--- src/logic/cps_regs.svh ---
`ifndef CPS_REGS_SVH
`define CPS_REGS_SVH

// Register offsets on page 0
`define CPS_OFS_INPUT_EN        8'h73
`define CPS_OFS_SLOT_EN         8'h74
`define CPS_OFS_POWER_CFG       8'h75
`define CPS_OFS_POWER_STS       8'h76
`define CPS_OFS_OVERALL_MODE_CODE        8'h77

// Reset values
`define CPS_RST_INPUT_EN        8'hF0
`define CPS_RST_SLOT_EN         8'h00
`define CPS_RST_POWER_CFG       8'h00
`define CPS_RST_POWER_STS       8'h00

// Power configuration field positions
`define CPS_BIT_MIC_BIAS        7
`define CPS_BIT_CONV_ON         6
`define CPS_BIT_PLL_ON          5
`define CPS_BIT_DYN_EN          4
`define CPS_POS_RANGE_HI        3
`define CPS_POS_RANGE_LO        2
`define CPS_MASK_POWER_CFG      8'hFC

// Mode codes, upper three bits of the mode status byte
`define CPS_MODE_SLEEP          3'h4
`define CPS_MODE_ACTIVE_IDLE    3'h6
`define CPS_MODE_ACTIVE_REC     3'h7

// Channel settling time
`define CPS_SETTLE_NS           1000
`define CPS_CLK_NS              25
`define CPS_SETTLE_CYC          ((`CPS_SETTLE_NS + `CPS_CLK_NS - 1) / `CPS_CLK_NS)

`endif

--- src/logic/cps_pkg.sv ---
package cps_pkg;

   typedef enum logic [1:0] {
      CPS_RANGE_1_2,
      CPS_RANGE_1_4,
      CPS_RANGE_1_6,
      CPS_RANGE_1_8
   } cps_range_t;

   typedef struct packed {
      logic       mic_bias_power_on;
      logic       converter_channels_power_on;
      logic       pll_power_on;
      logic       per_channel_power_switch_en;
      cps_range_t switchable_channel_range;
      logic [1:0] reserved;
   } cps_power_cfg_t;

   typedef struct packed {
      logic       wr_en;
      logic       rd_en;
      logic [7:0] addr;
      logic [7:0] wdata;
   } cps_reg_req_t;

   typedef struct packed {
      logic [7:0] input_channel_enables;
      logic [7:0] slot_drive_en;
      cps_power_cfg_t power_cfg;
      logic [7:0] powered;
      logic [7:0] target;
      logic [7:0] timer;
      logic [2:0] chan;
      logic       busy;
      logic [7:0] rdata;
      logic [7:0] slot_oe;
      logic       mic_bias_on;
      logic       pll_on;
      logic [2:0] overall_mode_code;
   } cps_state_t;

endpackage

--- src/logic/cps_channel_power.sv ---
`timescale 1ns/1ps
`default_nettype none
`include "cps_regs.svh"

// Summary of operation
// - Eight slot drive enables, bit 7 for channel 1 to bit 0 for channel 8, drive a slot when set and float it when clear.
// - All slot drive enables reset to zero so no slot is driven before software enables it.
// - Power configuration bit 7 switches the microphone bias supply on when set and off when clear.
// - Power configuration bit 6 powers down every channel when clear and powers up only input-enabled channels when set.
// - Power configuration bit 5 switches the PLL on when set and off when clear.
// - With bit 4 clear, individual channel changes are not made while any channel is recording.
// - With bit 4 set, each channel in the switchable set may be powered up or down alone while others keep recording.
// - Bits 3-2 pick the switchable channel set: 0 is channels 1-2, 1 is 1-4, 2 is 1-6, 3 is 1-8.
// - The power configuration register resets to zero, leaving everything powered down and switching off.
// - A read-only status byte shows one per powered channel, bit 7 for channel 1 to bit 0 for channel 8.
// - Status for channels 5 to 8 covers PDM channels only, having no analog converter path.
// - Input enables use bit 7 for channel 1 to bit 0 for channel 8, channels 5-8 are PDM only, reset value F0h.
// - The mode code reads 4 asleep, 6 active with all channels off, and 7 with at least one channel on.
module cps_channel_power
(
   // Clock and reset
   input  wire logic                 clock_i,
   input  wire logic                 arst_n_i,
   // Register access port
   input  wire cps_pkg::cps_reg_req_t reg_req_i,
   output logic [7:0]                reg_rdata_o,
   // Channel power and slot control
   output logic [7:0]                slot_oe_o,
   output logic [7:0]                chan_power_o,
   output logic                      mic_bias_supply_o,
   output logic                      pll_power_o,
   output logic [2:0]                overall_mode_code_o
);

   localparam logic [7:0] SETTLE_CYC = 8'(`CPS_SETTLE_CYC);

   cps_pkg::cps_state_t state;
   cps_pkg::cps_state_t next_state;

   // ---------------------------------------------------------------
   // Next state
   // ---------------------------------------------------------------
   always_comb
   begin
      logic [7:0] want;
      logic [7:0] range_mask;
      logic       recording;
      logic       locked;
      logic [2:0] bit_idx;
      want       = 8'h00;
      range_mask = 8'h00;
      recording  = 1'b0;
      locked     = 1'b0;
      bit_idx    = 3'h0;
      next_state = state;

      // Register writes; status and mode bytes ignore writes
      if (state.busy == 1'b0 && reg_req_i.wr_en)
      begin
         case (reg_req_i.addr)
            `CPS_OFS_INPUT_EN:
               next_state.input_channel_enables = reg_req_i.wdata;
            `CPS_OFS_SLOT_EN:
               next_state.slot_drive_en = reg_req_i.wdata;
            `CPS_OFS_POWER_CFG:
               next_state.power_cfg = reg_req_i.wdata;
            default:
               next_state.rdata = state.rdata;
         endcase
      end
      // Writes while a channel is settling are still taken; busy only gates
      // against the mid-sequence case below.
      if (state.busy == 1'b1 && reg_req_i.wr_en)
      begin
         case (reg_req_i.addr)
            `CPS_OFS_INPUT_EN:  next_state.input_channel_enables = reg_req_i.wdata;
            `CPS_OFS_SLOT_EN:   next_state.slot_drive_en = reg_req_i.wdata;
            `CPS_OFS_POWER_CFG: next_state.power_cfg = reg_req_i.wdata;
            default:            next_state.rdata = state.rdata;
         endcase
      end

      // Reads
      if (reg_req_i.rd_en)
      begin
         case (reg_req_i.addr)
            `CPS_OFS_INPUT_EN:  next_state.rdata = state.input_channel_enables;
            `CPS_OFS_SLOT_EN:   next_state.rdata = state.slot_drive_en;
            `CPS_OFS_POWER_CFG: next_state.rdata = state.power_cfg;
            `CPS_OFS_POWER_STS: next_state.rdata = state.powered;
            `CPS_OFS_OVERALL_MODE_CODE:  next_state.rdata = {state.overall_mode_code, 5'h00};
            default:            next_state.rdata = 8'h00;
         endcase
      end

      // Desired channel power set
      want = state.power_cfg.converter_channels_power_on ?
             state.input_channel_enables : 8'h00;

      // Channels open to individual switching
      case (state.power_cfg.switchable_channel_range)
         cps_pkg::CPS_RANGE_1_2: range_mask = 8'hC0;
         cps_pkg::CPS_RANGE_1_4: range_mask = 8'hF0;
         cps_pkg::CPS_RANGE_1_6: range_mask = 8'hFC;
         cps_pkg::CPS_RANGE_1_8: range_mask = 8'hFF;
         default:                range_mask = 8'h00;
      endcase

      recording = |state.powered;
      // Without dynamic switching, the set chosen when recording began is
      // completed, and later enable changes wait until every channel is down
      // or the global power bit drops, so live channels are not disturbed.
      if (state.power_cfg.per_channel_power_switch_en)
         want = (want & range_mask) | (state.powered & ~range_mask & want);
      else if (recording && state.power_cfg.converter_channels_power_on)
         locked = 1'b1;
      if (locked)
         want = state.target;

      // One channel at a time settles, highest bit (channel 1) first
      if (state.busy)
      begin
         if (state.timer == 8'h00)
         begin
            next_state.busy = 1'b0;
            next_state.powered[state.chan] = state.target[state.chan];
         end
         else
            next_state.timer = state.timer - 8'h01;
      end
      else
      begin
         for (int i = 0; i < 8; i++)
         begin
            if (want[i] != state.powered[i])
               bit_idx = 3'(i);
         end
         if (want != state.powered)
         begin
            next_state.busy   = 1'b1;
            next_state.chan   = bit_idx;
            next_state.target = want;
            next_state.timer  = SETTLE_CYC - 8'h01;
         end
      end

      // Outputs
      next_state.slot_oe     = state.slot_drive_en;
      next_state.mic_bias_on = state.power_cfg.mic_bias_power_on;
      next_state.pll_on      = state.power_cfg.pll_power_on;
      if (!state.power_cfg.converter_channels_power_on && state.powered == 8'h00)
         next_state.overall_mode_code = `CPS_MODE_SLEEP;
      else if (state.powered == 8'h00)
         next_state.overall_mode_code = `CPS_MODE_ACTIVE_IDLE;
      else
         next_state.overall_mode_code = `CPS_MODE_ACTIVE_REC;
   end

   // ---------------------------------------------------------------
   // State register
   // ---------------------------------------------------------------
   always_ff @(posedge clock_i or negedge arst_n_i)
   begin
      if (!arst_n_i)
      begin
         state                       <= '0;
         state.input_channel_enables <= `CPS_RST_INPUT_EN;
         state.slot_drive_en         <= `CPS_RST_SLOT_EN;
         state.power_cfg             <= `CPS_RST_POWER_CFG;
         state.powered               <= `CPS_RST_POWER_STS;
         state.overall_mode_code     <= `CPS_MODE_SLEEP;
      end
      else
         state <= next_state;
   end

   assign reg_rdata_o         = state.rdata;
   assign slot_oe_o           = state.slot_oe;
   assign chan_power_o        = state.powered;
   assign mic_bias_supply_o   = state.mic_bias_on;
   assign pll_power_o         = state.pll_on;
   assign overall_mode_code_o = state.overall_mode_code;

endmodule

`default_nettype wire

--- config.mk ---
export PLATFORM = sky130hd
export DESIGN_NAME = cps_channel_power
export DESIGN_NICKNAME = d
export VERILOG_FILES = /design/src/logic/cps_pkg.sv /design/src/logic/cps_channel_power.sv
export VERILOG_INCLUDE_DIRS = /design/src /design/src/logic
export SDC_FILE = /design/constraint.sdc
export NUM_CORES = 1
export LEC_CHECK = 0
export ABC_AREA = 1
export BUFFER_PORTS_ARGS = -buffer_cell sky130_fd_sc_hd__buf_4
export CAP_MARGIN = 10
export CORE_UTILIZATION = 52
export DETAILED_ROUTE_END_ITERATION = 6
export PLACE_DENSITY = 0.76
export SLEW_MARGIN = 10
export SYNTH_ARGS = -nofsm -noshare
export SYNTH_HDL_FRONTEND = slang
export SYNTH_SLANG_ARGS = --single-unit
--- constraint.sdc ---
create_clock -name clock_i -period 1.75 [get_ports clock_i]
set_input_delay 0 -clock clock_i [delete_from_list [all_inputs] [get_ports clock_i]]
set_output_delay 0 -clock clock_i [all_outputs]
set_load 0.01 [all_outputs]
* Word level (Yosys, flattened, before mapping)
Cells that the tools add are included.
Storage, ports and cells: output and inout bits 29, input port bits 20, register bits after elaboration 73, word-level logic and storage cells 92
Cells by class: $lt $le $gt $ge 2, bitwise operators 6, multiplexer cells 34, equality and inequality tests 17, reductions and logical operators 14, add/subtract/negate cells 1
Operators by type and width (count):
- 8-bit two-way mux | 11
- 24-bit two-way mux | 2
- 8-bit by 7-bit == test with 1-bit output, second input constant | 5
- 8-bit case mux with 5 select lines | 1
- 8-bit case mux with 4 select lines | 1
- 8-bit AND | 3
- 3-bit two-way mux | 6
- 8-bit logical NOT | 2
- 12-bit two-way mux | 1
- 8-bit bitwise mux | 1
- 1-bit two-way mux | 8
- 8-bit != test | 1
- 8-bit inverter | 1
- 8-bit bitwise OR | 1
- 8-bit OR reduction | 1
- 8-bit by 1-bit subtractor with 8-bit output, second input constant | 1
- 1-bit != test | 7
- 2-bit AND reduction | 3
- 1-bit logical AND | 5
- 2-bit == test, second input constant | 2
- 3-bit by 4-bit less-than comparator with 1-bit output, second input constant | 1
- 1-bit binary-select mux with 3-bit select | 1
- 1-bit demux with 3-bit select | 1
- 3-bit by 1-bit greater-or-equal comparator with 1-bit output, second input constant | 1
- other kinds (7) | 7

* Longest topological paths before layout
depth after elaboration 18, depth in mapped cells 17, depth with buffers taken out 15

* Worst setup path after synthesis
OpenSTA, ideal clock, no wires.
kind register to register, start register state (netlist bit chan_power_o[1]), end register state[25] in the netlist's numbering, library setup time 0.124 ns, data required time 1.626 ns, path buffers 3, cell stages (with the launch flop) 16, setup slack -0.091 ns, clock period less this slack 1.841 ns, arrival time 1.717 ns, cells stage by stage dfrtp_1 inv_2 nand2_2 nor2_2 nand2_2 buf_6 nand3_1 nand3_1 nand2_2 nand2_2 nor2_4 nand2_2 nand2_2 buf_6 buf_8 nand3_1
Between the ends: longest elaborated chain between the ends 8, elaborated cells between the ends (all ways) 12, those cells by class 1 x eq/ne; 4 x mux; 3 x bitwise; 4 x reduce/logical
Ends and longest elaborated chain:
- start, declared | line cps_channel_power.sv:37 | cps_pkg::cps_state_t state;
- start signal, assigned | line cps_channel_power.sv:174 | state <= next_state;
- 8-bit OR reduction or 8-bit AND (tied branches) | line cps_channel_power.sv:109, cps_channel_power.sv:114
- 1-bit logical AND or 8-bit AND (tied branches) | line cps_channel_power.sv:115, cps_channel_power.sv:114
- 1-bit two-way mux or 8-bit bitwise OR (tied branches) | line cps_channel_power.sv:115, cps_channel_power.sv:114
- 1-bit two-way mux or 8-bit two-way mux (tied branches) | line cps_channel_power.sv:113 | if (state.power_cfg.per_channel_power_switch_en)
- 8-bit two-way mux | line cps_channel_power.sv:117 | if (locked)
- 8-bit != test (*) | line cps_channel_power.sv:138 | if (want != state.powered)
- 2-bit nonzero test (no line) (*)
- 2-bit AND reduction (no line) (*)
Mark *: on every way between the ends. The rest lies on a longest branch, timed or not. A chain may end at the register's enable or synchronous reset.

* Final worst setup path
start register state (netlist bit chan_power_o[6]), end register state[35] in the netlist's numbering
Between the ends: longest elaborated chain between the ends 7, elaborated cells between the ends (all ways) 11, those cells by class 1 x eq/ne; 4 x mux; 3 x bitwise; 3 x reduce/logical
Ends and longest elaborated chain (line):
- 8-bit OR reduction or 8-bit AND (tied branches) | cps_channel_power.sv:109, cps_channel_power.sv:114
- 1-bit logical AND or 8-bit AND (tied branches) | cps_channel_power.sv:115, cps_channel_power.sv:114
- 1-bit two-way mux or 8-bit bitwise OR (tied branches) | cps_channel_power.sv:115, cps_channel_power.sv:114
- 1-bit two-way mux or 8-bit two-way mux (tied branches) | cps_channel_power.sv:113
- 8-bit two-way mux | cps_channel_power.sv:117
- 8-bit != test | cps_channel_power.sv:138
- 2-bit AND reduction (no line)
Several ways; a longest one is shown, not always the timed one.

==> run metrics <==
final-report hold violation count=0; kind of critical path=flip-flop to flip-flop; antenna cells=0; # DRC=0; Clock Pin Slew Worst Setup and Hold Paths=90 ps; fraction of layout cells with a size suffix above 1=0.370; Final Critical Period=2090 ps; initial antenna violation count=0; Syn Area/Cell=8.25 sq um; total number of yosys warnings=0; Cells after Synth=468; maximum VDD drop=0.000479 V; Post-DRT Antenna Nets=0; Wirelength per Cell=15.1 um; Crit path largest cell delay=420 ps; dominant cell type by area after synthesis=dfrtp_1; DP HPWL=7.03 mm; row count=31; final wirelength=10.3 mm; Critical Path End Type=flip-flop; Final WS setup=-344 ps; Hold WC Path Type=primary input to async pin; Flop pwr share=0.482; DRT iter0 DRCs=355; Total Routing Usage GR=0.270; Critical Path Fanout Max=8; ordered cell list for the critical path=nor2_1, nand2_2, o21ai_4, buf_12, buf_6, o21ai_4, nand3_2, nand2_2, nand2_2, nor2_4, nand2_2, nand2_4, clkbuf_16, nand2_2, o21ai_1; crit path DAT=2330 ps; drt first pass iters=5; H-tree levels=3; Slowest cell on crit path=dfrtp_1; Clk pwr share=0.328; syn_nets=489; sequential area share after synthesis=0.468; TritonCTS buffer count=9; internal power=2.79 mW; # fillers=549; Die X=88.2 um; Die Y=88.2 um; post-synth cell types=37; failing checks=setup timing; max-cap viol count=0; FMAX=477 MHz; Psw=1.12 mW; TritonCTS clock tree=yes; routability cong.=0.875; skew final=15.0 ps; area occupied by registers=1810 sq um; NumNets Final=601; actual slew at the worst max-slew pin=561 ps; Sw Ratio=0.287; PD cells=747 nW/um^2; largest cells by area after synthesis=dfrtp_1 (44%), nand2_1 (13%), buf_4 (5.4%); detailed-route via count=3,650; Leak=2.73 nW; first-pass GRT wire length=15.5 mm; Synth Cell Area=3860 sq um; Slew HR=0.624; WP data required=1990 ps; multi-input logic area=1720 sq um; combinational share of power=0.190; vias in the first global route=3,378; Synth top area share=0.441; final setup violation count=28; crit share post-route=1.20; Worst setup SP type=flip-flop; setup slack after placement=-277 ps; RSZ-0062 raised after global routing=true; initial core utilization=0.535; global route overflow=0; input/output buffers=47; DIE AREA=7780 sq um; via density per instance=5.34; boundary pin count=49; Root Buffer=clkbuf_8; Worst-Skew Late Latency=360 ps; Core Footprint=7210 sq um; clock sink count=72; Design Power=3.91 mW; Slew Limit Fails=0; status=finished, violations left; Yosys reg bits=72; largest net degree at the start of global routing=39; Layout area overhead=35.7%; Max Buffers Root-to-Sink=2; CP dominant cell by count=nand2_2
[kinds of logic after synthesis]
kind of cell,share of synthesized area
AND/OR/NAND/NOR,0.246
buffers and inverters,0.135
adder cells (fa/ha/maj),0.00324
XOR/XNOR,0.0113
AO/OA/AOI/OAI,0.0820
flip-flops,0.468
multiplexers,0.0534
other,0.000971
[synth_stat cells, drive strengths merged]
cell type / count
nand2: 136
dfrtp: 68
inv: 60
nand3: 42
buf: 36
o21ai: 35
nor2: 18
mux2i: 15
nor3: 14
nand4: 6
mux2: 5
o2111ai: 5
a31oi: 4
dfstp: 4
o22ai: 4
xnor2: 3
a211oi: 2
clkbuf: 2
xor2: 2
clkinv: 1
conb: 1
ha: 1
nor4: 1
o221ai: 1
o31ai: 1
o32ai: 1
[critical path, delay by kind of cell, from the launching register on]
| kind | cells | cell delay [ps] |
|---|---|---|
| AO/OA/AOI/OAI | 3 | 340 |
| buffers and inverters | 3 | 460 |
| flip-flops | 1 | 420 |
| AND/OR/NAND/NOR | 9 | 740 |
[final timing paths]
check	from	endpoint	slack, ps	depth (start not counted)
min reg2reg	flip-flop	slot_oe_o[7]$_DFF_PN0_	380	0
min in group clock_i	reg_req_i[8]	reg_rdata_o[6]$_DFFE_PN0P_	180	5
max reg2reg	chan_power_o[6]$_DFFE_PN0P_	state[35]$_DFFE_PN0P_	-340	15
max	chan_power_o[6]$_DFFE_PN0P_	state[35]$_DFFE_PN0P_	-340	15
max in group asynchronous	arst_n_i	async pin	960	3
min	arst_n_i	reg_rdata_o[6]$_DFFE_PN0P_	150	2
[what timing repair did]
action / CTS / global route
hold buffers: 10 / 0
setup buffers: 11 / 6
endpoints found under the hold margin: 64 / 0
pin swaps: 2 / 11
setup endpoints to repair: 25 / 28
gates resized for setup: 28 / 35
gates cloned: 2 / 3
[final cells by class]
cell class,instances,area share
clock buffer,9,0.0236
timing repair buffer,138,0.223
multi-input combinational,298,0.329
tap,99,0.0236
clock inverter,6,0.0117
inverter,61,0.0442
sequential,72,0.345
[cell usage in the layout, fill, tap and decap left out, drive strengths merged]
master,instances
mux2i,15
o2111ai,5
o32ai,1
buf,126
nand4,6
clkbuf,11
o22ai,4
conb,1
dlygate4sd3,10
a211oi,2
inv,60
o31ai,1
nor3,14
o221ai,1
xnor2,3
nand2,137
clkinvlp,1
xor2,2
dfstp,4
nor4,1
o21ai,35
mux2,5
nand3,42
clkinv,5
bufinv,1
a31oi,4
ha,1
dfrtp,68
nor2,18
[stage by stage]
step / hold WS (ps) / setup TNS [ps] / std cells / utilization / instance area [sq um]
after floorplan: -296 / -822 / 468 / - / 3860
after global placement: 1.57 / -3690 / 636 / 0.629 / 4540
after detailed placement: 9.03 / -4660 / 636 / 0.629 / 4540
after CTS: 164 / -4810 / 674 / 0.695 / 5020
after global routing: 202 / -10460 / 683 / 0.726 / 5240
final: 154 / -6750 / 683 / 0.726 / 5240
[routing by layer]
metal / wire length (um) / global-route usage
met5: 0 / 0
met4: 203 / 0.0982
met3: 559 / 0.0547
met2: 5020 / 0.443
met1: 4520 / 0.353
[power groups by stage]
stage	combinational, mW	sequential [mW]	clock (mW)
final	0.742	1.89	1.28
after global routing	0.827	1.90	1.39
after CTS	0.702	1.88	1.30
after detailed placement	0.672	1.91	0
after global placement	0.639	1.90	0
after floorplan	0.379	1.90	0
Note: power is estimated with default switching activity, not from simulation.
